### src/logic/cosc_defines.svh
// Register indexes, reset values, field positions and counts of clamp control
`ifndef COSC_DEFINES_SVH
`define COSC_DEFINES_SVH
// ============================================================
// Register indexes (byte address is four times the index)
`define COSC_IDX_TGT 8'h18
`define COSC_IDX_PLACE 8'h19
`define COSC_IDX_DUR 8'h1a
`define COSC_IDX_CLOFS 8'h1b
`define COSC_IDX_TEST 8'h1c
`define COSC_IDX_SLICE 8'h1d
`define COSC_IDX_INPWR 8'h1e
// ============================================================
// Reset values
`define COSC_RST_TGT 8'h00
`define COSC_RST_PLACE 8'h08
`define COSC_RST_DUR 8'h20
`define COSC_RST_CLOFS 8'h5b
`define COSC_RST_TEST 8'hff
`define COSC_RST_SLICE 8'h78
`define COSC_RST_INPWR 8'h30
// ============================================================
// Field positions
`define COSC_TGT_SRC 4
`define COSC_TGT_RED 3
`define COSC_TGT_BLUE 1
`define COSC_CO_POL_OVR 7
`define COSC_CO_POL 6
`define COSC_CO_AO_EN 5
`define COSC_CO_RATE_HI 4
`define COSC_CO_RATE_LO 3
`define COSC_SL_POL 2
`define COSC_SL_SEL_HI 1
`define COSC_SL_SEL_LO 0
`define COSC_IP_CH_OVR 7
`define COSC_IP_CH_SEL 6
`define COSC_IP_PD_AUTO 4
`define COSC_IP_PD 3
// ============================================================
// Auto-offset update periods, in clamps or vertical syncs
`define COSC_AO_N0 8'd3
`define COSC_AO_N1 8'd48
`define COSC_AO_N2 8'd192
`define COSC_AO_N3 8'd3
`define COSC_AO_ONE 8'd1
`endif

### src/logic/cosc_pkg.sv
// Types shared by the clamp, offset and sync control block
`default_nettype none
package cosc_pkg;
  typedef enum logic [1:0] {
    CG_IDLE = 2'b00,
    CG_WAIT = 2'b01,
    CG_ACTIVE = 2'b11
  } cosc_gen_state_t;

  typedef enum logic [1:0] {
    SL_GREEN = 2'b00,
    SL_HSYNC = 2'b01,
    SL_REGEN = 2'b10,
    SL_FILT = 2'b11
  } cosc_slice_sel_t;

  typedef struct packed {
    logic [1:0] green_embedded_sync;
    logic [1:0] horizontal_sync;
    logic regen;
    logic filtered;
  } cosc_sync_src_t;
endpackage
`default_nettype wire

### src/logic/cosc_clamp_gen.sv
// Internal clamp pulse generator: placement and duration after hsync
`default_nettype none
module cosc_clamp_gen #(
  parameter int W = 8
) (
  // Clock and reset
  input wire logic clk_sys,
  input wire logic rst_n,
  // Timing
  input wire logic hsync,
  input wire logic [W-1:0] place,
  input wire logic [W-1:0] dur,
  // Pulse
  output logic pulse
);
  cosc_pkg::cosc_gen_state_t state_reg;
  logic [W-1:0] cnt_reg;
  logic hs_reg;
  logic trail;

  // ============================================================
  // Trailing edge of hsync restarts the sequence at any time
  assign trail = hs_reg & ~hsync;

  always_ff @(posedge clk_sys) begin
    if (!rst_n) begin
      hs_reg <= 1'b0;
    end else begin
      hs_reg <= hsync;
    end
  end

  // ============================================================
  // Sequencer
  always_ff @(posedge clk_sys) begin
    if (!rst_n) begin
      state_reg <= cosc_pkg::CG_IDLE;
      cnt_reg <= '0;
    end else if (trail) begin
      if (place != '0) begin
        state_reg <= cosc_pkg::CG_WAIT;
        cnt_reg <= place - W'(1);
      end else if (dur != '0) begin
        state_reg <= cosc_pkg::CG_ACTIVE;
        cnt_reg <= dur - W'(1);
      end else begin
        state_reg <= cosc_pkg::CG_IDLE;
      end
    end else begin
      case (state_reg)
        cosc_pkg::CG_WAIT: begin
          if (cnt_reg != '0) begin
            cnt_reg <= cnt_reg - W'(1);
          end else if (dur != '0) begin
            state_reg <= cosc_pkg::CG_ACTIVE;
            cnt_reg <= dur - W'(1);
          end else begin
            state_reg <= cosc_pkg::CG_IDLE;
          end
        end
        cosc_pkg::CG_ACTIVE: begin
          if (cnt_reg != '0) begin
            cnt_reg <= cnt_reg - W'(1);
          end else begin
            state_reg <= cosc_pkg::CG_IDLE;
          end
        end
        default: begin
          state_reg <= cosc_pkg::CG_IDLE;
        end
      endcase
    end
  end

  assign pulse = (state_reg == cosc_pkg::CG_ACTIVE);

  // ============================================================
  // Checks
  chk_place_start: assert property (
    @(posedge clk_sys) disable iff (!rst_n)
    trail && place == 8'h02 && dur != '0 ##1 !trail [*2] |=> pulse)
    else $error("clamp did not start after placement");

  chk_dur_one: assert property (
    @(posedge clk_sys) disable iff (!rst_n)
    state_reg == cosc_pkg::CG_WAIT && cnt_reg == '0 && !trail
      && dur == 8'h01 ##1 !trail |-> pulse ##1 !pulse)
    else $error("clamp duration of one not kept");

  chk_restart: assert property (
    @(posedge clk_sys) disable iff (!rst_n)
    trail && place != '0 |=> !pulse)
    else $error("clamp did not restart at hsync trailing edge");
endmodule
`default_nettype wire

### src/logic/cosc_ctrl.sv
// Clamp, auto-offset, sliced sync, channel and power-down control top
//
// Behaviour
// - Each colour channel clamps to ground on select 0, midscale on 1.
// - Clamp pulse starts placement clocks after hsync trailing edge.
// - Clamp pulse lasts the programmed duration in clocks.
// - Polarity override picks the programmed clamp polarity, else detected.
// - Auto-offset enable turns offset correction on; offsets mean clamp code.
// - Auto-offset runs every 3, 48, 192 clamps or 3 vsyncs.
// - Sliced sync output is negative on polarity 0, positive on 1.
// - Sliced sync source: green sync, hsync, regenerated or filtered.
// - Channel override hands input selection to the channel select bit.
// - Select bit picks channel 0 or 1, also when both have syncs.
// - Power-down control select: 0 manual, 1 automatic, reset automatic.
// - Power-down bit 0 runs normally, 1 powers down.
// - Clamp source bit picks internal clamp or the external clamp input.
//
// Implementation choice: the APB interface to the registers.
`default_nettype none
`include "cosc_defines.svh"
module cosc_ctrl #(
  parameter int AW = 10
) (
  // Clock and reset
  input wire logic clk_sys,
  input wire logic rst_n,
  // APB slave
  input wire logic psel,
  input wire logic penable,
  input wire logic pwrite,
  input wire logic [AW-1:0] paddr,
  input wire logic [31:0] pwdata,
  output logic [31:0] prdata,
  output logic pready,
  output logic pslverr,
  // Sync and clamp inputs
  input wire cosc_pkg::cosc_sync_src_t sync_src,
  input wire logic [1:0] sync_present,
  input wire logic vsync_in,
  input wire logic ext_clamp_in,
  input wire logic clamp_pol_detected,
  input wire logic auto_pd_request,
  // Control outputs
  output logic sliced_sync_output_pin,
  output logic clamp_active,
  output logic [2:0] clamp_midscale,
  output logic clamp_pol_positive,
  output logic auto_offset_enable,
  output logic auto_offset_update,
  output logic channel_select,
  output logic power_down
);
  // ============================================================
  // Register file
  logic [7:0] tgt_reg;
  logic [7:0] place_reg;
  logic [7:0] dur_reg;
  logic [7:0] clofs_reg;
  logic [7:0] test_reg;
  logic [7:0] slice_reg;
  logic [7:0] inpwr_reg;
  logic [7:0] rd_next;
  logic hit_next;
  logic setup;
  logic wr_en;
  logic [7:0] idx;

  // Index decode, shared by read and write paths
  function automatic logic idx_mapped(input logic [7:0] i);
    return i >= `COSC_IDX_TGT && i <= `COSC_IDX_INPWR;
  endfunction

  assign idx = paddr[9:2];
  assign setup = psel & ~penable;
  assign wr_en = psel & penable & pready & pwrite;

  always_comb begin
    hit_next = idx_mapped(idx) && paddr[1:0] == 2'b00;
    case (idx)
      `COSC_IDX_TGT: rd_next = tgt_reg;
      `COSC_IDX_PLACE: rd_next = place_reg;
      `COSC_IDX_DUR: rd_next = dur_reg;
      `COSC_IDX_CLOFS: rd_next = clofs_reg;
      `COSC_IDX_TEST: rd_next = test_reg;
      `COSC_IDX_SLICE: rd_next = slice_reg;
      `COSC_IDX_INPWR: rd_next = inpwr_reg;
      default: rd_next = 8'h00;
    endcase
    if (!hit_next) begin
      rd_next = 8'h00;
    end
  end

  // Answer is fixed one cycle after setup, so no wait states are needed
  always_ff @(posedge clk_sys) begin
    if (!rst_n) begin
      pready <= 1'b0;
      pslverr <= 1'b0;
      prdata <= 32'h0000_0000;
    end else begin
      pready <= setup;
      pslverr <= setup & ~hit_next;
      prdata <= setup ? {24'h00_0000, rd_next} : 32'h0000_0000;
    end
  end

  // Values software must hold fixed are stored as written, not forced
  always_ff @(posedge clk_sys) begin
    if (!rst_n) begin
      tgt_reg <= `COSC_RST_TGT;
      place_reg <= `COSC_RST_PLACE;
      dur_reg <= `COSC_RST_DUR;
      clofs_reg <= `COSC_RST_CLOFS;
      test_reg <= `COSC_RST_TEST;
      slice_reg <= `COSC_RST_SLICE;
      inpwr_reg <= `COSC_RST_INPWR;
    end else if (wr_en && paddr[1:0] == 2'b00) begin
      case (idx)
        `COSC_IDX_TGT: tgt_reg <= pwdata[7:0];
        `COSC_IDX_PLACE: place_reg <= pwdata[7:0];
        `COSC_IDX_DUR: dur_reg <= pwdata[7:0];
        `COSC_IDX_CLOFS: clofs_reg <= pwdata[7:0];
        `COSC_IDX_TEST: test_reg <= pwdata[7:0];
        `COSC_IDX_SLICE: slice_reg <= pwdata[7:0];
        `COSC_IDX_INPWR: inpwr_reg <= pwdata[7:0];
        default: tgt_reg <= tgt_reg;
      endcase
    end
  end

  // ============================================================
  // Input channel selection
  logic ch_next;

  always_comb begin
    if (inpwr_reg[`COSC_IP_CH_OVR] || sync_present == 2'b11) begin
      ch_next = inpwr_reg[`COSC_IP_CH_SEL];
    end else begin
      // Without override, follow the only channel carrying syncs
      ch_next = sync_present[1] & ~sync_present[0];
    end
  end

  always_ff @(posedge clk_sys) begin
    if (!rst_n) begin
      channel_select <= 1'b0;
    end else begin
      channel_select <= ch_next;
    end
  end

  // ============================================================
  // Clamp timing and polarity
  logic hs_sel;
  logic gen_pulse;
  logic pol_pos;
  logic clamp_next;

  // Decoded channel is the registered one, so syncs follow the data path
  assign hs_sel = sync_src.horizontal_sync[channel_select];
  assign pol_pos = clofs_reg[`COSC_CO_POL_OVR] ?
                   clofs_reg[`COSC_CO_POL] : clamp_pol_detected;

  cosc_clamp_gen #(
    .W(8)
  ) u_gen (
    .clk_sys(clk_sys),
    .rst_n(rst_n),
    .hsync(hs_sel),
    .place(place_reg),
    .dur(dur_reg),
    .pulse(gen_pulse)
  );

  // External clamp is taken through the chosen polarity
  assign clamp_next = tgt_reg[`COSC_TGT_SRC] ?
                      ~(ext_clamp_in ^ pol_pos) : gen_pulse;

  always_ff @(posedge clk_sys) begin
    if (!rst_n) begin
      clamp_active <= 1'b0;
      clamp_pol_positive <= 1'b0;
      clamp_midscale <= 3'h0;
    end else begin
      clamp_active <= clamp_next;
      clamp_pol_positive <= pol_pos;
      clamp_midscale <= tgt_reg[`COSC_TGT_RED:`COSC_TGT_BLUE];
    end
  end

  // ============================================================
  // Auto-offset update scheduling
  logic [1:0] rate;
  logic [7:0] ao_cnt_reg;
  logic vs_reg;
  logic ao_event;

  function automatic logic [7:0] ao_last(input logic [1:0] r);
    case (r)
      2'b00: return `COSC_AO_N0 - `COSC_AO_ONE;
      2'b01: return `COSC_AO_N1 - `COSC_AO_ONE;
      2'b10: return `COSC_AO_N2 - `COSC_AO_ONE;
      default: return `COSC_AO_N3 - `COSC_AO_ONE;
    endcase
  endfunction

  assign rate = clofs_reg[`COSC_CO_RATE_HI:`COSC_CO_RATE_LO];
  // One event per clamp start, or per vsync start in the slowest mode
  assign ao_event = (rate == 2'b11) ? (vsync_in & ~vs_reg)
                                    : (clamp_next & ~clamp_active);

  always_ff @(posedge clk_sys) begin
    if (!rst_n) begin
      vs_reg <= 1'b0;
    end else begin
      vs_reg <= vsync_in;
    end
  end

  always_ff @(posedge clk_sys) begin
    if (!rst_n) begin
      ao_cnt_reg <= 8'h00;
      auto_offset_update <= 1'b0;
    end else if (!clofs_reg[`COSC_CO_AO_EN]) begin
      ao_cnt_reg <= 8'h00;
      auto_offset_update <= 1'b0;
    end else if (ao_event) begin
      if (ao_cnt_reg >= ao_last(rate)) begin
        ao_cnt_reg <= 8'h00;
        auto_offset_update <= 1'b1;
      end else begin
        ao_cnt_reg <= ao_cnt_reg + 8'h01;
        auto_offset_update <= 1'b0;
      end
    end else begin
      auto_offset_update <= 1'b0;
    end
  end

  always_ff @(posedge clk_sys) begin
    if (!rst_n) begin
      auto_offset_enable <= 1'b0;
    end else begin
      auto_offset_enable <= clofs_reg[`COSC_CO_AO_EN];
    end
  end

  // ============================================================
  // Sliced sync output
  logic slice_src;
  cosc_pkg::cosc_slice_sel_t ssel;

  assign ssel = cosc_pkg::cosc_slice_sel_t'(
    slice_reg[`COSC_SL_SEL_HI:`COSC_SL_SEL_LO]);

  always_comb begin
    case (ssel)
      cosc_pkg::SL_GREEN:
        slice_src = sync_src.green_embedded_sync[channel_select];
      cosc_pkg::SL_HSYNC: slice_src = hs_sel;
      cosc_pkg::SL_REGEN: slice_src = sync_src.regen;
      cosc_pkg::SL_FILT: slice_src = sync_src.filtered;
      default: slice_src = 1'b0;
    endcase
  end

  always_ff @(posedge clk_sys) begin
    if (!rst_n) begin
      sliced_sync_output_pin <= 1'b0;
    end else begin
      // Sources are active high; negative polarity inverts
      sliced_sync_output_pin <= ~(slice_src ^ slice_reg[`COSC_SL_POL]);
    end
  end

  // ============================================================
  // Power-down
  always_ff @(posedge clk_sys) begin
    if (!rst_n) begin
      power_down <= 1'b0;
    end else if (inpwr_reg[`COSC_IP_PD_AUTO]) begin
      power_down <= auto_pd_request;
    end else begin
      power_down <= inpwr_reg[`COSC_IP_PD];
    end
  end

  // ============================================================
  // Checks
  chk_clamp_target: assert property (
    @(posedge clk_sys) disable iff (!rst_n)
    $changed(tgt_reg) |=>
      clamp_midscale == $past(tgt_reg[`COSC_TGT_RED:`COSC_TGT_BLUE]))
    else $error("clamp target not applied");

  chk_clamp_pol: assert property (
    @(posedge clk_sys) disable iff (!rst_n)
    clofs_reg[`COSC_CO_POL_OVR] && $stable(clofs_reg) |=>
      clamp_pol_positive == $past(clofs_reg[`COSC_CO_POL]))
    else $error("clamp polarity override ignored");

  chk_offset_off: assert property (
    @(posedge clk_sys) disable iff (!rst_n)
    !clofs_reg[`COSC_CO_AO_EN] |=>
      !auto_offset_update && ao_cnt_reg == 8'h00)
    else $error("auto-offset ran while disabled");

  chk_offset_gap: assert property (
    @(posedge clk_sys) disable iff (!rst_n)
    auto_offset_update && rate != 2'b11 |=> !auto_offset_update [*3])
    else $error("auto-offset updates too close");

  chk_slice_out: assert property (
    @(posedge clk_sys) disable iff (!rst_n)
    ssel == cosc_pkg::SL_REGEN ##1 1'b1 |->
      sliced_sync_output_pin == ($past(sync_src.regen)
                                 == $past(slice_reg[`COSC_SL_POL])))
    else $error("sliced sync output wrong");

  chk_chan_override: assert property (
    @(posedge clk_sys) disable iff (!rst_n)
    inpwr_reg[`COSC_IP_CH_OVR] |=>
      channel_select == $past(inpwr_reg[`COSC_IP_CH_SEL]))
    else $error("channel override ignored");

  chk_pd_auto: assert property (
    @(posedge clk_sys) disable iff (!rst_n)
    inpwr_reg[`COSC_IP_PD_AUTO] |=>
      power_down == $past(auto_pd_request))
    else $error("automatic power-down not followed");

  chk_pd_manual: assert property (
    @(posedge clk_sys) disable iff (!rst_n)
    !inpwr_reg[`COSC_IP_PD_AUTO] ##1 !inpwr_reg[`COSC_IP_PD_AUTO] |->
      power_down == $past(inpwr_reg[`COSC_IP_PD]))
    else $error("manual power-down not followed");

  chk_clamp_ext: assert property (
    @(posedge clk_sys) disable iff (!rst_n)
    tgt_reg[`COSC_TGT_SRC] |=>
      clamp_active == $past(ext_clamp_in == pol_pos))
    else $error("external clamp not used");
endmodule
`default_nettype wire

### config.mk
export PLATFORM = sky130hd
export DESIGN_NAME = cosc_ctrl
export DESIGN_NICKNAME = d
export VERILOG_FILES = /design/src/logic/cosc_pkg.sv /design/src/logic/cosc_clamp_gen.sv /design/src/logic/cosc_ctrl.sv
export VERILOG_INCLUDE_DIRS = /design/src /design/src/logic
export SDC_FILE = /design/constraint.sdc
export NUM_CORES = 1
export LEC_CHECK = 0
export BUFFER_PORTS_ARGS = -buffer_cell sky130_fd_sc_hd__buf_2
export CAP_MARGIN = 20
export CORE_MARGIN = 4
export CORE_UTILIZATION = 40
export CTS_CLUSTER_SIZE = 12
export DETAILED_ROUTE_END_ITERATION = 6
export SLEW_MARGIN = 25
export SYNTH_ARGS = -nofsm -noshare
export SYNTH_HDL_FRONTEND = slang
export SYNTH_HIERARCHICAL = 1
export SYNTH_SLANG_ARGS = --single-unit
### constraint.sdc
create_clock -name clk_sys -period 2.7 [get_ports clk_sys]
set_input_delay 0.54 -clock clk_sys [delete_from_list [all_inputs] [get_ports clk_sys]]
set_output_delay 0.54 -clock clk_sys [all_outputs]
set_load 0.02 [all_outputs]
==> impl_metrics.toml <==
[layout]
design_area_um2 = 6010
num-nets-final = 695
area_delta_synth_final_pct = 12.6
n_antenna_cell = 0
drive_above_1_share_pct = 20.6
final_cells = 804

[logic_synthesis]
syn_inst = 573
ys_warn_count = 6
ys_seq_area_share_pct = 36.0
ys_ff_latch = 96
netlist_top_cells_count = "dfxtp_1, nand2_1, mux2i_1"
synth_top_area_cell = "dfxtp_1"
yosys-top-cells-area = "dfxtp_1, mux2i_1, nand2_1"
synth_most_common_cell = "dfxtp_1"
synth_area_um2 = 5340
ys.flop_type = "dfxtp_1"
synth_cell_types = 73
yosys.area.top_type_share_pct = 36.0
synth_edf_count = 0
syn_avg_cell_area_um2 = 9.31
async_reset_ff_share_pct = 0

[power]
power.share.combinational_pct = 14.3
power_density_nw_per_um2 = 541
p_int_uw = 2370
ir_drop_v = 0.000365
netSwitchingPower_uw = 885
leakagePower_uw = 0.00235
p_seq_share_pct = 45.0
switching_share_pct = 27.2
clkPwrFrac_pct = 40.6

[setup_path]
cp_data_arrival_time_ps = 2710
cp-end-kind = "register"
cpPeakStageDelay_ps = 520
crit_chain = "inv_1, ha_1, or4b_4, o31ai_2, nand2_1, a32o_1, o31a_1"
crit_start = "u_gen/cnt_reg[0]$_SDFFE_PN0P_"
rr_startpoint = "u_gen/cnt_reg[0]$_SDFFE_PN0P_"
worst-r2r-cell-count = 7
crit_fanout = 8
path_class = "register to register"
start_kind = "register"
timing.rr.end = "u_gen/cnt_reg[7]$_SDFFE_PN0P_"
reg2reg_slack_ps = 220
critPathRequiredTime_ps = 2930
slowest_stage = "or4b_4"

[clock_tree]
cts.htree.levels = 3
numCtsBuffers = 9
tritoncts = "yes"
cts_hold_repair.buffers = 0
insertion_delay_ps = 340
cts.path.max_buffers = 2
clk_pin_slew_ps = 70
cts_root_buf = "clkbuf_16"
cts.sinks = 96
ctsResizeCount = 0
postCtsSetupRepairBufs = 0

[grt]
grt_busiest_layer = "met2"
grtUsageMet3_pct = 3.71
grt_usage_pct = 18.5
first_global_vias = 4335
antenna_found_initial = 0
grtUsageMet1_pct = 25.7
grt_max_degree = 74
grt_overflow = 0
use_met2_pct = 29.7
grt_pass1_wl_mm = 22.2

[die]
dieArea_um2 = 15200
num_rows = 41
pin_count = 103
core-area_um2 = 12800
fp.dieW_um = 123
die-height_um = 123
start_util_pct = 41.6

[timing]
period_needed_ps = 2480
finalSetupTns_ps = 0
finalHoldViolations = 0
clock_skew_ps = 4.18
tightest_slew_ps = 750
slew_violations = 0
slew_headroom_pct = 49.6
fin_crit_sh_pct = 91.9
rsz0062_at_grt = "no"
finalSetupViolations = 0
fmax_mhz = 403

[min_path]
min_path_type = "primary input to register"
hold_start = "penable"
worst_hold_path.endpoint = "pready$_SDFF_PN0_"
hold-path-cell-count = 2

[drt]
routed-via-count = 4402
drtIter0Drc = 361
antenna_left = 0
wl_per_cell_um = 16.9
remaining_drc_errors = 0
drt-vias-per-instance = 5.48
first_pass_iters = 5
routed_wl_mm = 13.6

[run]
drv_cap = 0

[placement]
dp_hpwl_mm = 9.97
portBuffers = 54
place_area_um2 = 5700
placed_cells = 788
gp_congestion = 0.932

[status]
status = "completed"
## power groups by stage
| stage | sequential, µW | clock (µW) | combinational, µW |
|---|---|---|---|
| after floorplan | 1490 | 0 | 355 |
| after global placement | 1490 | 0 | 451 |
| after detailed placement | 1500 | 0 | 460 |
| after CTS | 1460 | 1350 | 462 |
| after global routing | 1470 | 1410 | 514 |
| final | 1460 | 1320 | 466 |
## cell usage in the layout (no fill, tap or decap), drive strengths merged, types with 4 or more instances in the layout
cell type,instances
a32oi,5
o22ai,7
mux4,5
mux2i,58
o21ai,14
conb,24
ha,9
a21oi,18
a221oi,5
nor2b,34
nor2,28
nand3,13
a31oi,6
nor4,6
nand4,4
mux2,10
and3,8
xnor2,7
a21o,4
or3,7
inv,19
nand2,67
dfxtp,96
buf,70
nand2b,7
nor3,13
a21boi,9
o211ai,5
and2,9
clkbuf,10
a22oi,7
## cell families after synthesis
| kind of cell | after synthesis | synth area share, % |
|---|---|---|
| AND/OR/NAND/NOR | 213 | 22.3 |
| adder cells (fa/ha/maj) | 9 | 2.11 |
| XOR/XNOR | 9 | 1.48 |
| other | 1 | 0.0703 |
| AO/OA/AOI/OAI | 105 | 15.4 |
| multiplexers | 73 | 15.1 |
| flip-flops | 96 | 36.0 |
| buffers and inverters | 67 | 7.48 |
## cell type report
cell class	count	area, µm²
Multi-Input combinational cell	433	3100
Clock buffer	10	239
Inverter	17	63.8
Clock inverter	6	66.3
Timing Repair Buffer	70	403
Sequential cell	96	1920
Fill cell	1247	6820
Tap cell	172	215
## stage by stage
| stage | utilization, % | hold WS, ps | power (µW) | worst slack [ps] |
|---|---|---|---|---|
| final | 46.9 | 389 | 3250 | 218 |
| after global routing | 46.9 | 405 | 3390 | 107 |
| after CTS | 46.9 | 375 | 3280 | 249 |
| after detailed placement | 44.5 | 456 | 1960 | 261 |
| after global placement | 44.5 | 449 | 1950 | 289 |
| after floorplan | - | 436 | 1850 | 543 |
## worst max-delay path, delay by kind of cell, from the launching register on
family / cells / cell delay (ps)
compound gates: 3 / 890
buf+inv: 1 / 100
flops: 1 / 360
simple gates: 2 / 830
fa+ha+maj: 1 / 190
## worst max path at each step
stage | end | slack, ps
6_report | u_gen/cnt_reg[7]$_SDFFE_PN0P_ | 220
5_1_grt | u_gen/cnt_reg[7]$_SDFFE_PN0P_ | 110
4_1_cts | u_gen/cnt_reg[7]$_SDFFE_PN0P_ | 250
3_5_place_dp | u_gen/cnt_reg[7]$_SDFFE_PN0P_ | 260
3_3_place_gp | u_gen/cnt_reg[7]$_SDFFE_PN0P_ | 290
2_1_floorplan | u_gen/state_reg[1]$_SDFFE_PN0P_ | 540
## layer usage
metal | wire length [µm] | share of wire, % | vias to the layer above
li1 | - | - | 2135
met1 | 6350 | 47 | 2121
met2 | 6380 | 47 | 129
met3 | 711 | 5.2 | 17
met4 | 154 | 1.1 | 0
met5 | 0 | 0 | -
No activity file was read; power rests on OpenSTA's default activity.
